## config.mk

```make
export PLATFORM = sky130hd
export DESIGN_NAME = mmdt_timer_bank
export DESIGN_NICKNAME = d
export VERILOG_FILES = /design/src/mmdt_pkg.sv /design/src/mmdt_cfg_clamp.sv /design/src/mmdt_tick_gen.sv /design/src/mmdt_timer_bank.sv
export SDC_FILE = /design/constraint.sdc
export NUM_CORES = 2
export LEC_CHECK = 0
export BUFFER_PORTS_ARGS = -buffer_cell sky130_fd_sc_hd__buf_2
export CORE_AREA = 5 5 360 362
export DETAILED_ROUTE_END_ITERATION = 10
export DIE_AREA = 0 0 365 367
export SYNTH_ARGS = -nofsm -noshare
export SYNTH_HDL_FRONTEND = slang
export SYNTH_HIERARCHICAL = 1
export SYNTH_SLANG_ARGS = --single-unit
```

## constraint.sdc

```tcl
create_clock -name i_clk -period 5.33 [get_ports i_clk]
set_input_delay 0.533 -clock i_clk [delete_from_list [all_inputs] [get_ports i_clk]]
set_output_delay 0.533 -clock i_clk [all_outputs]
set_load 0.03 [all_outputs]
```

## src/mmdt_pkg.sv

```systemverilog
// Shared types and constants for the six-channel delay timer bank.
// Assumes one 100 MHz clock and settings written by same-clock drive logic.
package mmdt_pkg;

    // Clock and tick timing
    localparam int unsigned CLK_HZ = 100_000_000;
    localparam int unsigned TICK_TIME_MS = 100;
    localparam int unsigned TICK_CYCLES = CLK_HZ / 1000 * TICK_TIME_MS;
    localparam int unsigned TICK_CNT_W = 24;

    // Bank layout
    localparam int unsigned NUM_TIMERS = 6;
    localparam int unsigned NUM_MODES = 6;

    // Delay times in tenths of a second, values in hundredths of a percent
    localparam int unsigned DLY_W = 13;
    localparam int unsigned VAL_W = 16;
    localparam logic [12:0] DLY_MIN = 13'h0001;
    localparam logic [12:0] DLY_MAX = 13'h1770;
    localparam logic [12:0] DLY1_RST = 13'h0032;
    localparam logic [12:0] DLY2_RST = 13'h0032;
    localparam logic signed [15:0] VAL_MIN = -16'sh7530;
    localparam logic signed [15:0] VAL_MAX = 16'sh7530;
    localparam logic signed [15:0] ON_VAL_RST = 16'sh2710;
    localparam logic signed [15:0] OFF_VAL_RST = 16'sh0000;

    typedef enum logic [2:0] {
        MMDT_ON_DELAY = 3'b000,
        MMDT_OFF_DELAY = 3'b001,
        MMDT_ONE_SHOT = 3'b010,
        MMDT_ONE_SHOT_RETRIG = 3'b011,
        MMDT_SINGLE_CYCLE = 3'b100,
        MMDT_REPEAT_CYCLE = 3'b101
    } mmdt_mode_t;

    localparam mmdt_mode_t MODE_RST = MMDT_ON_DELAY;

    typedef enum logic [1:0] {
        MMDT_ST_IDLE = 2'b00,
        MMDT_ST_PHASE1 = 2'b01,
        MMDT_ST_PHASE2 = 2'b10
    } mmdt_state_t;

    typedef struct packed {
        mmdt_mode_t mode;
        logic [12:0] first_delay_time;
        logic [12:0] second_delay_time;
        logic signed [15:0] switch_on_value;
        logic signed [15:0] switch_off_value;
    } mmdt_cfg_t;

    typedef struct packed {
        logic timer_run_status;
        logic [12:0] elapsed_time_value;
        logic switch_state;
        logic signed [15:0] timer_result;
    } mmdt_stat_t;

endpackage

```

## src/mmdt_cfg_clamp.sv

```systemverilog
// Forces one channel's settings into their legal ranges.
// Pure combinational; the caller registers the result.
`timescale 1ns/1ps
module mmdt_cfg_clamp
    import mmdt_pkg::*;
(
    // Raw settings
    input wire mmdt_cfg_t i_cfg,
    // Legal settings
    output mmdt_cfg_t o_cfg
);
    function automatic logic [12:0] clamp_dly(input logic [12:0] d);
        clamp_dly = (d < DLY_MIN) ? DLY_MIN : ((d > DLY_MAX) ? DLY_MAX : d);
    endfunction

    function automatic logic signed [15:0] clamp_val(input logic signed [15:0] v);
        clamp_val = (v < VAL_MIN) ? VAL_MIN : ((v > VAL_MAX) ? VAL_MAX : v);
    endfunction

    // Unused mode codes fall back to the reset mode rather than a dead state
    wire mode_ok = (i_cfg.mode <= MMDT_REPEAT_CYCLE);

    assign o_cfg.mode = mode_ok ? i_cfg.mode : MODE_RST;
    assign o_cfg.first_delay_time = clamp_dly(i_cfg.first_delay_time);
    assign o_cfg.second_delay_time = clamp_dly(i_cfg.second_delay_time);
    assign o_cfg.switch_on_value = clamp_val(i_cfg.switch_on_value);
    assign o_cfg.switch_off_value = clamp_val(i_cfg.switch_off_value);
endmodule // mmdt_cfg_clamp

```

## src/mmdt_tick_gen.sv

```systemverilog
// Prescaler producing the 0.1 s timing tick as a one-cycle enable.
// Assumes the system clock; the period in cycles is a parameter.
`timescale 1ns/1ps
module mmdt_tick_gen
    import mmdt_pkg::*;
#(
    parameter logic [23:0] PERIOD = 24'(TICK_CYCLES)
) (
    // Clock and reset
    input wire logic i_clk,
    input wire logic i_rst_n,
    // Tick out
    output logic o_tick
);
    logic [23:0] cnt_q;
    logic [23:0] cnt_d;
    logic tick_d;
    logic tick_q;

    assign tick_d = (cnt_q == PERIOD - 24'h000001);
    assign cnt_d = tick_d ? 24'h000000 : cnt_q + 24'h000001;

    always_ff @(posedge i_clk) begin
        if (!i_rst_n) begin
            cnt_q <= 24'h000000;
            tick_q <= 1'b0;
        end else begin
            cnt_q <= cnt_d;
            tick_q <= tick_d;
        end
    end

    assign o_tick = tick_q;
endmodule // mmdt_tick_gen

```

## src/mmdt_timer_bank.sv

```systemverilog
// Bank of six multi-mode delay timers driving internal switches.
// Inputs and settings come from same-clock drive logic; no synchronisers.
`timescale 1ns/1ps
module mmdt_timer_bank
    import mmdt_pkg::*;
#(
    parameter logic [23:0] TICK_PERIOD = 24'(TICK_CYCLES)
) (
    // Clock and reset
    input wire logic i_clk,
    input wire logic i_rst_n,
    // Settings, one load strobe per channel
    input wire logic [5:0] i_cfg_we,
    input wire mmdt_cfg_t i_cfg [NUM_TIMERS],
    // Timer inputs from internal links
    input wire logic [5:0] i_timer_input,
    // Settings in force
    output mmdt_cfg_t o_cfg [NUM_TIMERS],
    // Channel status and results
    output mmdt_stat_t o_stat [NUM_TIMERS]
);
    logic tick;

    mmdt_tick_gen #(
        .PERIOD(TICK_PERIOD)
    ) mmdt_tick_gen_i (
        .i_clk(i_clk),
        .i_rst_n(i_rst_n),
        .o_tick(tick)
    );

    // Interval in progress; the counter, the status and the sequencer all ask it
    function automatic logic busy(input mmdt_state_t s);
        busy = (s != MMDT_ST_IDLE);
    endfunction

    // Edge towards lvl, judged against the sample of the previous clock
    function automatic logic edge_to(input logic cur, input logic prv, input logic lvl);
        edge_to = (cur == lvl) && (prv != lvl);
    endfunction

    // Only the second phase of the two cycle modes runs on the second delay
    function automatic logic [12:0] phase_delay(input mmdt_cfg_t c, input mmdt_state_t s);
        if (s == MMDT_ST_PHASE2) begin
            phase_delay = c.second_delay_time;
        end else begin
            phase_delay = c.first_delay_time;
        end
    endfunction

    genvar g;
    generate
        for (g = 0; g < NUM_TIMERS; g++) begin : g_ch
            mmdt_cfg_t cfg_clamped;
            mmdt_cfg_t cfg_q;
            mmdt_cfg_t cfg_d;
            logic cfg_load;

            mmdt_state_t state_q;
            mmdt_state_t state_d;
            logic [12:0] cnt_q;
            logic [12:0] cnt_d;
            logic sw_q;
            logic sw_d;
            logic run_q;
            logic run_d;
            logic signed [15:0] result_q;
            logic signed [15:0] result_d;

            logic in_now;
            logic in_prev_q;
            logic rise;
            logic fall;
            logic change;

            logic mode_chg;
            logic idle_now;
            logic cnt_step;
            logic [12:0] dly_cur;
            logic expire;

            mmdt_cfg_clamp mmdt_cfg_clamp_i (
                .i_cfg(i_cfg[g]),
                .o_cfg(cfg_clamped)
            );

            assign cfg_load = i_cfg_we[g];
            assign cfg_d = cfg_load ? cfg_clamped : cfg_q;
            // A mode change abandons any interval so no state leaks across modes
            assign mode_chg = cfg_load && (cfg_clamped.mode != cfg_q.mode);

            assign in_now = i_timer_input[g];
            assign rise = edge_to(in_now, in_prev_q, 1'b1);
            assign fall = edge_to(in_now, in_prev_q, 1'b0);
            assign change = rise || fall;

            assign idle_now = !busy(state_q);
            assign cnt_step = tick && !idle_now;
            assign dly_cur = phase_delay(cfg_q, state_q);
            assign expire = tick && (cnt_q >= dly_cur - 13'h0001);

            assign run_d = busy(state_d);
            // Follows the new switch state and the new settings in the same edge
            assign result_d = sw_d ? cfg_d.switch_on_value : cfg_d.switch_off_value;

            always_comb begin
                state_d = state_q;
                sw_d = sw_q;
                cnt_d = cnt_step ? cnt_q + 13'h0001 : cnt_q;
                if (mode_chg) begin
                    state_d = MMDT_ST_IDLE;
                    sw_d = 1'b0;
                    cnt_d = 13'h0000;
                end else begin
                    case (cfg_q.mode)
                        MMDT_ON_DELAY: begin
                            if (fall) begin
                                state_d = MMDT_ST_IDLE;
                                sw_d = 1'b0;
                            end else if (rise) begin
                                state_d = MMDT_ST_PHASE1;
                                cnt_d = 13'h0000;
                            end else if (state_q == MMDT_ST_PHASE1 && expire) begin
                                state_d = MMDT_ST_IDLE;
                                sw_d = 1'b1;
                            end
                        end
                        MMDT_OFF_DELAY: begin
                            if (rise) begin
                                state_d = MMDT_ST_IDLE;
                                sw_d = 1'b1;
                            end else if (fall) begin
                                state_d = MMDT_ST_PHASE1;
                                cnt_d = 13'h0000;
                            end else if (state_q == MMDT_ST_PHASE1 && expire) begin
                                state_d = MMDT_ST_IDLE;
                                sw_d = 1'b0;
                            end
                        end
                        MMDT_ONE_SHOT: begin
                            if (state_q == MMDT_ST_IDLE) begin
                                if (rise) begin
                                    state_d = MMDT_ST_PHASE1;
                                    sw_d = 1'b1;
                                    cnt_d = 13'h0000;
                                end
                            end else if (expire) begin
                                // Input edges are not looked at here
                                state_d = MMDT_ST_IDLE;
                                sw_d = 1'b0;
                            end
                        end
                        MMDT_ONE_SHOT_RETRIG: begin
                            if (state_q == MMDT_ST_IDLE) begin
                                if (rise) begin
                                    state_d = MMDT_ST_PHASE1;
                                    sw_d = 1'b1;
                                    cnt_d = 13'h0000;
                                end
                            end else if (change) begin
                                cnt_d = 13'h0000;
                            end else if (expire) begin
                                state_d = MMDT_ST_IDLE;
                                sw_d = 1'b0;
                            end
                        end
                        MMDT_SINGLE_CYCLE: begin
                            if (state_q == MMDT_ST_IDLE) begin
                                if (rise) begin
                                    state_d = MMDT_ST_PHASE1;
                                    sw_d = 1'b0;
                                    cnt_d = 13'h0000;
                                end
                            end else if (expire) begin
                                if (state_q == MMDT_ST_PHASE1) begin
                                    state_d = MMDT_ST_PHASE2;
                                    sw_d = 1'b1;
                                    cnt_d = 13'h0000;
                                end else begin
                                    state_d = MMDT_ST_IDLE;
                                    sw_d = 1'b0;
                                end
                            end
                        end
                        MMDT_REPEAT_CYCLE: begin
                            if (!in_now) begin
                                state_d = MMDT_ST_IDLE;
                                sw_d = 1'b0;
                                cnt_d = 13'h0000;
                            end else if (rise || idle_now) begin
                                state_d = MMDT_ST_PHASE1;
                                sw_d = 1'b1;
                                cnt_d = 13'h0000;
                            end else if (expire) begin
                                cnt_d = 13'h0000;
                                if (state_q == MMDT_ST_PHASE1) begin
                                    state_d = MMDT_ST_PHASE2;
                                    sw_d = 1'b0;
                                end else begin
                                    state_d = MMDT_ST_PHASE1;
                                    sw_d = 1'b1;
                                end
                            end
                        end
                        default: begin
                            state_d = MMDT_ST_IDLE;
                            sw_d = 1'b0;
                            cnt_d = 13'h0000;
                        end
                    endcase
                end
            end

            always_ff @(posedge i_clk) begin
                if (!i_rst_n) begin
                    cfg_q.mode <= MODE_RST;
                    cfg_q.first_delay_time <= DLY1_RST;
                    cfg_q.second_delay_time <= DLY2_RST;
                    cfg_q.switch_on_value <= ON_VAL_RST;
                    cfg_q.switch_off_value <= OFF_VAL_RST;
                end else begin
                    cfg_q <= cfg_d;
                end
            end

            // Sequencer state and interval count
            always_ff @(posedge i_clk) begin
                if (!i_rst_n) begin
                    state_q <= MMDT_ST_IDLE;
                end else begin
                    state_q <= state_d;
                end
            end

            always_ff @(posedge i_clk) begin
                if (!i_rst_n) begin
                    cnt_q <= 13'h0000;
                end else begin
                    cnt_q <= cnt_d;
                end
            end

            always_ff @(posedge i_clk) begin
                if (!i_rst_n) begin
                    sw_q <= 1'b0;
                end else begin
                    sw_q <= sw_d;
                end
            end

            always_ff @(posedge i_clk) begin
                if (!i_rst_n) begin
                    run_q <= 1'b0;
                end else begin
                    run_q <= run_d;
                end
            end

            // Edge history starts low, so an input already high counts as a rise
            always_ff @(posedge i_clk) begin
                if (!i_rst_n) begin
                    in_prev_q <= 1'b0;
                end else begin
                    in_prev_q <= in_now;
                end
            end

            always_ff @(posedge i_clk) begin
                if (!i_rst_n) begin
                    result_q <= OFF_VAL_RST;
                end else begin
                    result_q <= result_d;
                end
            end

            assign o_cfg[g] = cfg_q;
            assign o_stat[g].timer_run_status = run_q;
            assign o_stat[g].elapsed_time_value = cnt_q;
            assign o_stat[g].switch_state = sw_q;
            assign o_stat[g].timer_result = result_q;
        end
    endgenerate
endmodule // mmdt_timer_bank

```

==> results_dict.tcl <==
set metrics [dict create \
    status "complete, no violations" \
    design_area_um2 42900 \
    drcViolationCount 0 \
    synth_top_area_cell "dfxtp_1" \
    seq_area_frac_synth_pct 34.9 \
    clk_path_buf_depth 3 \
    synthDistinctLibCells 84 \
    path_cells "nand2b_1 > buf_4 > or3_1 > a21boi_0 > o21a_1 > o21a_1 > o21ai_0 > xnor2_1 > ha_1 > a21o_1 > a31oi_1 > o2111a_1 > a221oi_4 > mux2i_1 > a211o_1 > o21ai_4 > clkinvlp_4 > buf_4 > a2bb2oi_1" \
    chipWidth_um 365 \
    hold_class "in2reg" \
    cts_tree "yes" \
    clkTransAtPathRegs_ps 70 \
    synth.area.top_cells "dfxtp_1, mux2i_1, nor2b_1" \
    post-route-period-util_pct 94.4 \
    io_buffer_count 931 \
    swShare_pct 31.1 \
    setup_viol 0 \
    drt-total-wl_mm 143 \
    timing.final.ws_setup_ps 297 \
    antenna_left 0 \
    nFillCells 13400 \
    worstSetupStartpointType "register" \
    cts_sinks 595 \
    power_frac_seq_pct 39.2 \
    cp_max_fo 20 \
    cts_made_buffers 74 \
    die_height_um 367 \
    worst_pin_slew_ps 1060 \
    dieArea_um2 134000 \
    grt_first_pass_wirelength_mm 206 \
    max_freq_mhz 199 \
    peakVddDrop_mv 0.238 \
    crit_arrival_ps 5550 \
    via_per_inst 4.99 \
    tns_ps 0 \
    p_sw_mw 3.94 \
    layout-drive-gt1-share_pct 26.6 \
    netlist_area_um2 34200 \
    place_area_um2 40200 \
    async_flop_share_pct 0 \
    fin_skew_ps 40.5 \
    yosysTopAreaCellShare_pct 34.9 \
    antenna_found_initial 54 \
    synthToLayoutAreaGrowth_pct 25.5 \
    maxCapViolations 0 \
    utilization_pct 33.9 \
    cp_slowest_cell "dfxtp_1" \
    ios 932 \
    grt_max_degree 104 \
    mostFrequentLayoutCells "buf_2, dfxtp_1, mux2i_1, nor2b_1, nand2_1" \
    coreArea_um2 126000 \
    dp_slack_ps 196 \
    initial_core_util_pct 27.0 \
    layout.nets 5144 \
    maxSlewViolCount 0 \
    synthCells 3881 \
    syn_nets 4364 \
    clock_power_share_pct 42.5 \
    htree_levels 3 \
    dr.pass1.iters 5 \
    fp-row-count 131 \
    gr-total-overflow 0 \
    synth_flop_cell "dfxtp_1" \
    critPathKind "reg2reg" \
    avgSynthCellArea_um2 8.80 \
    vias 32000 \
    finalPower_mw 12.7 \
    comb_power_share_pct 18.4 \
    cellPowerDensity_nw_per_um2 295 \
    hold_viol 0 \
    dp.final_hpwl_mm 115 \
    p_int_mw 8.72 \
    clockRootBuffer "clkbuf_16" \
    ys_warn_count 6 \
    cp.required_ps 5850 \
    grtUsageTotal_pct 20.3 \
    ys_ff_latch 595 \
    dr.first_iter.drc_count 2166 \
    clk_latency_ps 670 \
    avgRoutedWirePerCell_um 22.3 \
    final_common_cell "buf_2" \
    place.gp.congestion 0.929 \
    synth-edff-count 0 \
    p_leak_nw 20.2 \
    critPathMaxStageDelay_ps 510 \
    finalCriticalPeriod_ps 5030 \
    slew_headroom_pct 29.1 \
    first_global_vias 30800 \
    crit_path_end_kind "register" \
]
[stage by stage]
stage | hold WS (ps) | std cells
6_report | 111 | 6411
5_1_grt | 81.1 | 6394
3_5_place_dp | 481 | 6246
4_1_cts | 36.1 | 6379
3_3_place_gp | 476 | 6246
2_1_floorplan | 447 | 3881
[synth_stat cells (72+ instances only)]
master,number
or2_1,72
a21oi_1,148
o21ai_0,93
dfxtp_1,595
mux2_2,77
nor2b_1,369
nor2_1,237
inv_1,125
ha_1,103
xor2_1,113
nor3_1,152
nand2_1,251
mux2i_1,436
clkbuf_1,210
[kinds of logic after synthesis]
family | Yosys count | synth area share, %
AOI/OAI and AO/OA | 615 | 12.9
xor gates and xnor gates | 170 | 4.36
adders and majority gates | 103 | 3.77
buffers and inverters | 387 | 4.48
DFF | 595 | 34.9
muxes | 518 | 15.5
and+or+nand+nor | 1493 | 24.1
[metal layers]
layer / vias up / share of wire, % / GRT usage (%)
met1: 15300 / 41 / 24.3
met3: 248 / 8.9 / 6.75
li1: 15300 / - / -
met2: 1097 / 47 / 33.6
met4: 20 / 3.6 / 7.54
met5: - / 0.096 / 0
[flip-flops by register name, indices dropped and copies added, names as in the netlist]
register,cells
g_ch.sw_q,6
mmdt_tick_gen_i/cnt_q,24
g_ch.run_q,6
g_ch.in_prev_q,6
g_ch.cnt_q,78
g_ch.result_q,96
g_ch.state_q,12
o_cfg,366
mmdt_tick_gen_i/o_tick,1
[critical path, delay by kind of cell, from the launching register on]
kind / cells / cell delay [ps]
AOI/OAI and AO/OA: 11 / 2610
buffers and inverters: 3 / 560
and+or+nand+nor: 2 / 520
DFF: 1 / 510
adders and majority gates: 1 / 270
xor gates and xnor gates: 1 / 220
muxes: 1 / 170
[what timing repair did]
| action | CTS | global route |
|---|---|---|
| resized for setup | 0 | 7 |
| endpoints found under the setup margin | 0 | 52 |
| hold endpoints to repair | 0 | 0 |
| hold buffers | 0 | 0 |
| buffers inserted | 0 | 1 |
[final cells by class]
cell class                 instances  area [um^2]  share of cell area, %
tap                             1662         2080                   4.85
clock buffer                     101         2110                   4.93
sequential                       595        11900                   27.8
multi-input combinational       2899        20800                   48.4
antenna                           31         77.6                  0.181
clock inverter                    32          478                   1.11
timing repair buffer             966         4970                   11.6
inverter                         125          473                   1.10
[path summary, 6_finish.rpt]
kind	start	end	slack, ps	cells past startpoint
worst max-delay path	g_ch[2].state_q[1]	g_ch[2].result_q[3]	300	19
worst min-delay path	i_timer_input[4]	g_ch[4].in_prev_q	110	2
worst max register to register	g_ch[2].state_q[1]	g_ch[2].result_q[3]	300	19
worst min register to register	mmdt_tick_gen_i/cnt_q[23]	mmdt_tick_gen_i/cnt_q[23]	490	2
[power groups by stage]
| stage | Clock [mW] | Sequential, mW | Combinational, mW |
|---|---|---|---|
| global placement | 0 | 5.05 | 2.31 |
| finish | 5.38 | 4.96 | 2.32 |
| global route | 5.72 | 4.99 | 2.51 |
| CTS | 5.56 | 4.96 | 2.33 |
| detailed placement | 0 | 5.05 | 2.32 |
| floorplan | 0 | 5.40 | 1.06 |
No activity file was read; power rests on OpenSTA's default activity.
